--- config.mk ---
export PLATFORM = sky130hd
export DESIGN_NAME = rsc_reference_control
export DESIGN_NICKNAME = d
export VERILOG_FILES = /design/src/verilog/rsc_pkg.sv /design/src/verilog/rsc_settle_timer.sv /design/src/verilog/rsc_reference_control.sv
export VERILOG_INCLUDE_DIRS = /design/src /design/src/verilog
export SDC_FILE = /design/constraint.sdc
export NUM_CORES = 1
export LEC_CHECK = 0
export BUFFER_PORTS_ARGS = -buffer_cell sky130_fd_sc_hd__buf_2
export CAP_MARGIN = 25
export CORE_MARGIN = 3
export CORE_UTILIZATION = 50
export CTS_CLUSTER_DIAMETER = 60
export DETAILED_ROUTE_END_ITERATION = 6
export PLACE_DENSITY = 0.87
export SKIP_LAST_GASP = 1
export SYNTH_ARGS = -nofsm -noshare
export SYNTH_HDL_FRONTEND = slang
export SYNTH_HIERARCHICAL = 1
export SYNTH_SLANG_ARGS = --single-unit
--- constraint.sdc ---
create_clock -name aclk -period 5.4 [get_ports aclk]
set_clock_uncertainty 0.15 [all_clocks]
set_input_delay 1.08 -clock aclk [delete_from_list [all_inputs] [get_ports aclk]]
set_output_delay 1.08 -clock aclk [all_outputs]
set_load 0.02 [all_outputs]
--- src/verilog/rsc_defs.svh ---
// Constants for the reference and temperature sensor control block.
`ifndef RSC_DEFS_SVH
`define RSC_DEFS_SVH

// ********************************************************************
// Register map (byte addresses)
// ********************************************************************
`define RSC_ADDR_W          4
`define RSC_OFF_CTRL        4'h0
`define RSC_OFF_SETTLE      4'h4

// ********************************************************************
// Control register fields
// ********************************************************************
`define RSC_BIT_REF_EN      7
`define RSC_BIT_REF_RDY     6
`define RSC_BIT_TS_EN       5
`define RSC_BIT_TS_RNG      4
`define RSC_GAIN_HI         1
`define RSC_GAIN_LO         0
`define RSC_CTRL_RESET      8'h00
`define RSC_CTRL_WMASK      8'hB3

// ********************************************************************
// Gain codes and timing
// ********************************************************************
`define RSC_GAIN_OFF        2'h0
`define RSC_GAIN_X1         2'h1
`define RSC_GAIN_X2         2'h2
`define RSC_CLK_MHZ         40
`define RSC_SETTLE_US       25
`define RSC_SETTLE_CYC      (`RSC_SETTLE_US * `RSC_CLK_MHZ)
`define RSC_CNT_W           16

// ********************************************************************
// Bus responses
// ********************************************************************
`define RSC_RESP_OKAY       2'h0
`define RSC_RESP_SLVERR     2'h2

`endif

--- src/verilog/rsc_pkg.sv ---
// Types shared by the reference and temperature sensor control block.
package rsc_pkg;
    typedef enum logic [1:0] {
        RSC_REF_OFF    = 2'b00,
        RSC_REF_SETTLE = 2'b01,
        RSC_REF_READY  = 2'b10
    } rsc_ref_state_t;
    typedef logic [1:0] rsc_gain_t;
endpackage

--- src/verilog/rsc_settle_timer.sv ---
// Settling timer that flags when a reference has been enabled long enough.
`timescale 1ns/1ps
`default_nettype none
`include "rsc_defs.svh"
module rsc_settle_timer (
    input  wire logic                   aclk,
    input  wire logic                   aresetn,
    input  wire logic                   enable,
    input  wire logic [`RSC_CNT_W-1:0]  limit,
    output logic                        done
);
    import rsc_pkg::*;

    logic [`RSC_CNT_W-1:0] count_q;

    // Counts while enabled, restarts from zero whenever enable drops.
    always_ff @(posedge aclk) begin
        if (!aresetn || !enable) begin
            count_q <= '0;
        end else if (count_q < limit) begin
            count_q <= count_q + `RSC_CNT_W'(1);
        end
    end

    // Done once the count has reached the limit while still enabled.
    always_ff @(posedge aclk) begin
        if (!aresetn) begin
            done <= 1'b0;
        end else begin
            done <= enable && (count_q >= limit);
        end
    end
endmodule // rsc_settle_timer
`default_nettype wire

--- src/verilog/rsc_reference_control.sv ---
// Reference and temperature sensor control register with AXI4-Lite access.
//
// Local design decisions: the placing of the registers and the AXI4-Lite register port.
`timescale 1ns/1ps
`default_nettype none
`include "rsc_defs.svh"
module rsc_reference_control (
    input  wire logic                   aclk,
    input  wire logic                   aresetn,
    input  wire logic [31:0]            s_axi_awaddr,
    input  wire logic                   s_axi_awvalid,
    output logic                        s_axi_awready,
    input  wire logic [31:0]            s_axi_wdata,
    input  wire logic [3:0]             s_axi_wstrb,
    input  wire logic                   s_axi_wvalid,
    output logic                        s_axi_wready,
    output logic [1:0]                  s_axi_bresp,
    output logic                        s_axi_bvalid,
    input  wire logic                   s_axi_bready,
    input  wire logic [31:0]            s_axi_araddr,
    input  wire logic                   s_axi_arvalid,
    output logic                        s_axi_arready,
    output logic [31:0]                 s_axi_rdata,
    output logic [1:0]                  s_axi_rresp,
    output logic                        s_axi_rvalid,
    input  wire logic                   s_axi_rready,
    output logic                        reference_enable,
    output logic                        temp_sense_enable,
    output logic                        temp_range_select,
    output logic                        temp_to_adc_channel,
    output logic                        adc_ref_path_enable,
    output logic                        adc_ref_gain_x2,
    output logic                        reference_ready
);
    import rsc_pkg::*;

    // ****************************************************************
    // Write channel
    // ****************************************************************
    logic                     aw_held_q;
    logic [`RSC_ADDR_W-1:0]   aw_addr_q;
    logic                     w_held_q;
    logic [7:0]               w_data_q;
    logic                     w_strb_q;
    logic [7:0]               ctrl_q;
    logic [`RSC_CNT_W-1:0]    settle_q;
    logic                     do_write;
    logic                     settled;
    rsc_ref_state_t           ref_state_q;

    // Address and data are accepted independently, one write at a time.
    // A channel is refused while its beat is held waiting for the other one, or
    // while the response is still pending, so no beat can be overwritten.
    // The write itself happens in the cycle in which both beats are held.
    assign s_axi_awready = !aw_held_q && !s_axi_bvalid;
    assign s_axi_wready  = !w_held_q && !s_axi_bvalid;
    assign do_write      = aw_held_q && w_held_q && !s_axi_bvalid;

    // Capture the write address and data as each handshake completes.
    // Only the low data byte and its strobe are kept; the upper lanes carry nothing.
    always_ff @(posedge aclk) begin
        if (!aresetn) begin
            aw_held_q <= 1'b0;
            aw_addr_q <= '0;
            w_held_q  <= 1'b0;
            w_data_q  <= 8'h00;
            w_strb_q  <= 1'b0;
        end else if (do_write) begin
            aw_held_q <= 1'b0;
            w_held_q  <= 1'b0;
        end else begin
            if (s_axi_awvalid && s_axi_awready) begin
                aw_held_q <= 1'b1;
                aw_addr_q <= s_axi_awaddr[`RSC_ADDR_W-1:0];
            end
            if (s_axi_wvalid && s_axi_wready) begin
                w_held_q <= 1'b1;
                w_data_q <= s_axi_wdata[7:0];
                w_strb_q <= s_axi_wstrb[0];
            end
        end
    end

    // ****************************************************************
    // Write response
    // ****************************************************************
    // Write response; unmapped addresses answer with a slave error.
    // The response stands until the master shows bready, and no new beat is
    // taken meanwhile, so the next write cannot start before it is gone.
    // A write to an unmapped address changes no register.
    always_ff @(posedge aclk) begin
        if (!aresetn) begin
            s_axi_bvalid <= 1'b0;
            s_axi_bresp  <= `RSC_RESP_OKAY;
        end else if (do_write) begin
            s_axi_bvalid <= 1'b1;
            if (aw_addr_q == `RSC_OFF_CTRL || aw_addr_q == `RSC_OFF_SETTLE) begin
                s_axi_bresp <= `RSC_RESP_OKAY;
            end else begin
                s_axi_bresp <= `RSC_RESP_SLVERR;
            end
        end else if (s_axi_bready) begin
            s_axi_bvalid <= 1'b0;
        end
    end

    // ****************************************************************
    // Registers
    // ****************************************************************
    // Control register; only implemented writable bits are stored.
    // Bit 6 is the live ready flag and bits 3 and 2 do not exist, so the mask
    // drops them; bits 3 and 2 always read back as zero.
    // With the low byte lane switched off the register keeps its value.
    always_ff @(posedge aclk) begin
        if (!aresetn) begin
            ctrl_q <= `RSC_CTRL_RESET;
        end else if (do_write && w_strb_q && aw_addr_q == `RSC_OFF_CTRL) begin
            ctrl_q <= w_data_q & `RSC_CTRL_WMASK;
        end
    end

    // Settling time in clock cycles, adjustable by software.
    // Only the low byte is loaded: the upper byte is cleared, so a short wait
    // can be set for fast tests and a reset restores the full one.
    always_ff @(posedge aclk) begin
        if (!aresetn) begin
            settle_q <= `RSC_CNT_W'(`RSC_SETTLE_CYC);
        end else if (do_write && aw_addr_q == `RSC_OFF_SETTLE) begin
            settle_q <= {8'h00, w_data_q};
        end
    end

    // ****************************************************************
    // Reference readiness
    // ****************************************************************
    // The timer restarts whenever the reference is switched off, so a short
    // off pulse always costs a full settling wait before ready returns.
    rsc_settle_timer u_settle (
        .aclk    (aclk),
        .aresetn (aresetn),
        .enable  (ctrl_q[`RSC_BIT_REF_EN]),
        .limit   (settle_q),
        .done    (settled)
    );

    // Ready tracks the enable and the settling wait.
    // Ready falls one cycle after the enable is cleared and rises only after a
    // fresh wait; an unused state code falls back to off rather than hanging.
    always_ff @(posedge aclk) begin
        if (!aresetn) begin
            ref_state_q <= RSC_REF_OFF;
        end else begin
            case (ref_state_q)
                RSC_REF_OFF: begin
                    if (ctrl_q[`RSC_BIT_REF_EN]) ref_state_q <= RSC_REF_SETTLE;
                end
                RSC_REF_SETTLE: begin
                    if (!ctrl_q[`RSC_BIT_REF_EN]) ref_state_q <= RSC_REF_OFF;
                    else if (settled) ref_state_q <= RSC_REF_READY;
                end
                RSC_REF_READY: begin
                    if (!ctrl_q[`RSC_BIT_REF_EN]) ref_state_q <= RSC_REF_OFF;
                end
                default: ref_state_q <= RSC_REF_OFF;
            endcase
        end
    end

    // ****************************************************************
    // Analog controls
    // ****************************************************************
    // Analog control outputs.
    // Each control except reference_ready follows its register bits directly, so the analog side sees a
    // change in the cycle after the write; the reserved gain code acts as 2x.
    assign reference_enable    = ctrl_q[`RSC_BIT_REF_EN];
    assign reference_ready     = (ref_state_q == RSC_REF_READY);
    assign temp_sense_enable   = ctrl_q[`RSC_BIT_TS_EN];
    assign temp_range_select   = ctrl_q[`RSC_BIT_TS_RNG];
    assign temp_to_adc_channel = ctrl_q[`RSC_BIT_TS_EN];
    assign adc_ref_path_enable = ctrl_q[`RSC_GAIN_HI:`RSC_GAIN_LO] != `RSC_GAIN_OFF;
    assign adc_ref_gain_x2     = ctrl_q[`RSC_GAIN_HI];

    // ****************************************************************
    // Read channel
    // ****************************************************************
    // The read address is refused while read data wait to be taken, which
    // keeps one read in flight; reads may overlap a write.
    assign s_axi_arready = !s_axi_rvalid;

    // Read data; ready bit reflects live state, unused bits read zero.
    // An unmapped address returns zero data with a slave error.
    always_ff @(posedge aclk) begin
        if (!aresetn) begin
            s_axi_rvalid <= 1'b0;
            s_axi_rdata  <= 32'h0000_0000;
            s_axi_rresp  <= `RSC_RESP_OKAY;
        end else if (s_axi_arvalid && s_axi_arready) begin
            s_axi_rvalid <= 1'b1;
            s_axi_rresp  <= `RSC_RESP_OKAY;
            if (s_axi_araddr[`RSC_ADDR_W-1:0] == `RSC_OFF_CTRL) begin
                s_axi_rdata <= {24'h000000, ctrl_q[7], reference_ready, ctrl_q[5:0]};
            end else if (s_axi_araddr[`RSC_ADDR_W-1:0] == `RSC_OFF_SETTLE) begin
                s_axi_rdata <= {16'h0000, settle_q};
            end else begin
                s_axi_rdata <= 32'h0000_0000;
                s_axi_rresp <= `RSC_RESP_SLVERR;
            end
        end else if (s_axi_rready) begin
            s_axi_rvalid <= 1'b0;
        end
    end
endmodule // rsc_reference_control
`default_nettype wire

# Word-level counts from Yosys, hierarchy flattened
# Cells that the tools add are included.
dict set report op_classes {
  n_eq_ne 7
  muxes 14
  n_reduce_logical 29
  magnitude_cmp 2
  bitwise 2
  addsub 1
}
# op n
set op_table {}
lappend op_table {{2-to-1 mux 10 bit} 2}
lappend op_table {{adder 16 x 1 -> 16 bit, second input constant} 1}
lappend op_table {{greater-or-equal comparator 16 x 10 -> 1 bit} 1}
lappend op_table {{< comparator 16 x 10 -> 1 bit} 1}
lappend op_table {{2-to-1 mux 2 bit} 7}
lappend op_table {{logical AND 1 bit} 11}
lappend op_table {{== test 4 x 3 -> 1 bit, second input constant} 2}
lappend op_table {{zero test 4 bit} 2}
lappend op_table {{zero test 1 bit} 6}
lappend op_table {{one-hot mux 2 bit (3 select lines)} 1}
lappend op_table {{nonzero test 2 bit} 3}
lappend op_table {{2-to-1 mux 1 bit} 4}
lappend op_table {{inequality test 2 bit, second input constant} 2}
lappend op_table {{AND reduction 2 bit} 2}
lappend op_table {{inequality test 3 x 2 -> 1 bit, second input constant} 1}
lappend op_table {{AND reduction 3 bit} 1}
lappend op_table {{== test 2 x 1 -> 1 bit, second input constant} 1}
lappend op_table {{== test 2 bit, second input constant} 1}
lappend op_table {{zero test 2 bit} 1}
lappend op_table {{logical OR 1 bit} 2}
lappend op_table {{NOT 1 bit} 2}
lappend op_table {{OR reduction 2 bit} 1}
dict set report word_totals {
  input_bits 107
  wordCells 70
  ff_bits 87
  out_inout_bits 48
}

# Depth between registers and ports, before layout
dict set report logic_depth {
  ltp_word 4
  depth_mapped 8
  mapped_depth_nobuf 7
}

# Hierarchy
# Netlist, hierarchy kept.
# mod area_each_um2 instances seq_area_each_um2 cells_each
set modules_own_cells {}
lappend modules_own_cells {rsc_reference_control 1954.4 1 880.8 210}
lappend modules_own_cells {rsc_settle_timer 1372.6 1 340.3 163}

# Worst setup path before layout
# Ideal clock, no wire load.
dict set report synth_timing {
  path_type {input port to flip-flop}
  from {input aresetn}
  to {register u_settle.count_q[14]}
  stages 5
  path_buffers 2
  arrival_ns 2.162
  path_slack_ns 2.987
  t_required_ns 5.149
  setup_ns 0.101
  cell_sequence {and2_0 > clkbuf_1 > clkbuf_1 > o311ai_0 > o41ai_1}
}
dict set report synth_via {
  elab_chain_len 2
}
# element line
set synth_lines {}
lappend synth_lines {{start, declared} rsc_reference_control.sv:9} ;# input wire logic aresetn,
lappend synth_lines {{zero test 1 bit} -}
lappend synth_lines {{logical OR 1 bit} rsc_settle_timer.sv:18} ;# if (!aresetn || !enable) begin
lappend synth_lines {{end signal, assigned} rsc_settle_timer.sv:21} ;# count_q <= count_q + `RSC_CNT_W'(1);
lappend synth_lines {{end, declared} rsc_settle_timer.sv:14} ;# logic [`RSC_CNT_W-1:0] count_q;
# No other way between the ends.
# A chain may end at the register's enable or synchronous reset.

# Final worst setup path
dict set report layout_timing {
  from {register u_settle.count_q[15]}
  to {register u_settle.count_q[0]}
}
dict set report layout_via {
  elab_chain_len 1
}
# element line
set layout_lines {}
lappend layout_lines {{< comparator 16 x 10 -> 1 bit} rsc_settle_timer.sv:20} ;# end else if (count_q < limit) begin
# No other way between the ends.

==> results.json <==
{
  "grt.total_usage": 0.197,
  "maxSlewHeadroom": 0.400,
  "drtIter0Drc": 168,
  "die-area_um2": 7670,
  "clkLatencyLatePin_ns": 0.34,
  "clkSlewWorstSetupHoldPaths_ns": 0.06,
  "overflow": 0,
  "cts_tree": "done",
  "leakagePower_nw": 1.59,
  "yosysWarningCount": 6,
  "fmaxAchievable_mhz": 354,
  "timing_worst_slew_pin_value_ns": 0.896,
  "synth-edff-count": 0,
  "nets": 541,
  "layout.cell_area.non_filler_um2": 3630,
  "postSynth.asyncResetShare": 0,
  "synth_largest_type_area_fraction": 0.367,
  "die_height_um": 87.6,
  "initial_antenna_violation_count": 0,
  "worst_path_setup_slack_after_routing_ns": 2.58,
  "worst_setup_slack_before_clock_tree_synthesis_ns": 2.61,
  "grt_max_degree": 31,
  "final.period_utilization": 0.523,
  "post-synth-top-area-cell": "dfxtp_1",
  "netlist_top_cells_area": "dfxtp_1 37%, mux2i_1 10%, ha_1 6.4%, buf_4 6.3%, nand2_1 3.9%",
  "start_util": 0.521,
  "area_share_of_xor_xnor_cells_in_the_synthesized_design": 0,
  "drt_pass1_iterations": 5,
  "setup.worst_path.end_class": "register",
  "detail_route.wirelength_um": 6870,
  "final_layout_size_suffix_gt1_frac": 0.185,
  "power_density_nw_per_um2": 251,
  "timing.hold.worst.class": "register to register",
  "result_of_the_run": "complete, no violations",
  "synth_top_flop_cell": "dfxtp_1",
  "arrival_ns": 2.90,
  "timing.critical_path.fanout_max": 23,
  "num_rows": 29,
  "port_buffers": 47,
  "final-hold-violation-count": 0,
  "total_power_w": 0.000912,
  "netlist_area_um2": 3330,
  "first_global_vias": 2515,
  "cts-resized-gates": 0,
  "synth_mux_area_frac": 0.107,
  "clockRootBuffer": "clkbuf_8",
  "route.detailed.vias_per_inst": 5.54,
  "ctsLongestPathBuffers": 2,
  "numCtsBuffers": 9,
  "grt_setup_unrepaired": "no",
  "h-tree-depth": 3,
  "antennaDiodeCount": 0,
  "synth_adder_area_share": 0.0639,
  "required_time_at_the_worst_slack_endpoint_ns": 5.48,
  "hpwlAfterDp_um": 4980,
  "cts.hold.buffers_added": 0,
  "timing.setup.critical_path_class": "register to register",
  "io_pins": 155,
  "route.antenna.remaining_nets": 0,
  "chipWidth_um": 87.6,
  "yosysSeqAreaShare": 0.367,
  "postCtsSetupRepairBufs": 0,
  "timing.setup.tns_ns": 0,
  "finalSetupViolCount": 0,
  "slew_violations": 0,
  "grt_first_pass_wirelength_um": 11800,
  "largest_family_of_logic_cells_by_synthesized_area": "simple AND/OR/NAND/NOR gates",
  "synth.avg_cell_area_um2": 8.92,
  "yosysUniqueCellTypes": 53,
  "dr_total_vias": 2759,
  "period_minus_slack_ns": 2.82,
  "ir_drop_mv": 0.192,
  "drcViolationCount": 0,
  "route.detailed.wl_per_inst_um": 13.8,
  "detailed_place.area_um2": 3470,
  "numClockSinks": 61,
  "place.gp.congestion": 0.830,
  "core-area_um2": 6390,
  "final_util": 0.569,
  "layout.filler_cells": 568,
  "area_growth_pct": 9.14,
  "maxCapViolCount": 0,
  "synth-compound-area-share": 0.124,
  "synth_simple_gate_area_share": 0.213,
  "start_kind": "register",
  "yosys_reg_bits": 61,
  "netlist_instances": 373
}
[layer usage]
layer	track usage	routed length (µm)
met1	0.242	2970
met2	0.332	3390
met3	0.0536	415
met4	0.0683	93
met5	0	0
[synth_stat cells (all sizes together) (3+ instances only)]
cell type,count
or4,3
o21ai,4
o41ai,8
o211ai,5
inv,25
nand4,12
dfxtp,61
o31ai,3
a211oi,8
a21oi,14
clkbuf,7
ha,17
nand2,36
nor3,4
mux2i,34
nor4,5
nand3,10
nor2,31
o311ai,6
buf,38
nand2b,18
[cells by family after synthesis]
logic type | after synthesis
and+or+nand+nor | 134
buffers and inverters | 70
DFF | 61
AOI/OAI and AO/OA | 55
muxes | 35
adders and majority gates | 17
other | 1
[critical path: stages (launching register included)]
cell and delay, ns:
dfxtp_1 0.33, ha_1 0.33, nand4_1 0.18, or3_4 0.46, a211oi_4 0.77, nor3_2 0.16
mux2_4 0.33
[metrics by stage]
step	std cells	hold slack (ns)
after floorplan	402	0.258
after global placement	483	0.268
after detailed placement	483	0.293
after CTS	498	0.302
after global routing	498	0.337
final	498	0.308
[layout by cell type (no fill, tap or decap), types with 3 or more instances in the layout]
cell and n:
o211ai_1 4, dfxtp_1 61, nand4_1 12, clkbuf_8 10, o31ai_1 3, o41ai_1 8
o311ai_0 5, clkinv_2 4, nand3_1 10, nor2_1 31, buf_2 47, o21ai_0 3
a21oi_1 14, inv_1 25, nor4_1 5, nand2_1 35, a211oi_1 7, conb_1 30
ha_1 17, mux2i_1 34, nand2b_1 17
[power by group]
| group | internal [W] | leakage, nW | switching (W) |
|---|---|---|---|
| clock | 0.000173 | 0.0877 | 0.000172 |
| combinational | 0.0000315 | 1.01 | 0.0000613 |
| sequential | 0.000463 | 0.496 | 0.0000117 |
[state kept, by name (all words and copies together), names as in the netlist, 2 cells and up]
name	cells
aw_addr_q	4
s_axi_rdata	9
ctrl_q	5
u_settle/count_q	16
settle_q	9
w_data_q	8
ref_state_q	2
[cell type report]
cell class | count | area [µm²] | area share
clock buffers | 10 | 138 | 0.0379
clock inverters | 5 | 27.5 | 0.00758
inverters | 25 | 93.8 | 0.0258
multi-input cells | 271 | 1800 | 0.497
flip-flops and latches | 61 | 1220 | 0.336
well taps | 77 | 96.3 | 0.0265
repair buffers | 49 | 250 | 0.0689
[worst paths after layout]
check / startpoint / endpoint / slack [ns] / cells past startpoint
hold reg to reg: ref_state_q[1] / ref_state_q[0] / 0.31 / 1
setup reg to reg: u_settle/count_q[15] / u_settle/count_q[0] / 2.58 / 6
hold / removal: ref_state_q[1] / ref_state_q[0] / 0.31 / 1
setup / recovery: u_settle/count_q[15] / u_settle/count_q[0] / 2.58 / 6
Power figures use the tool's default switching activity.
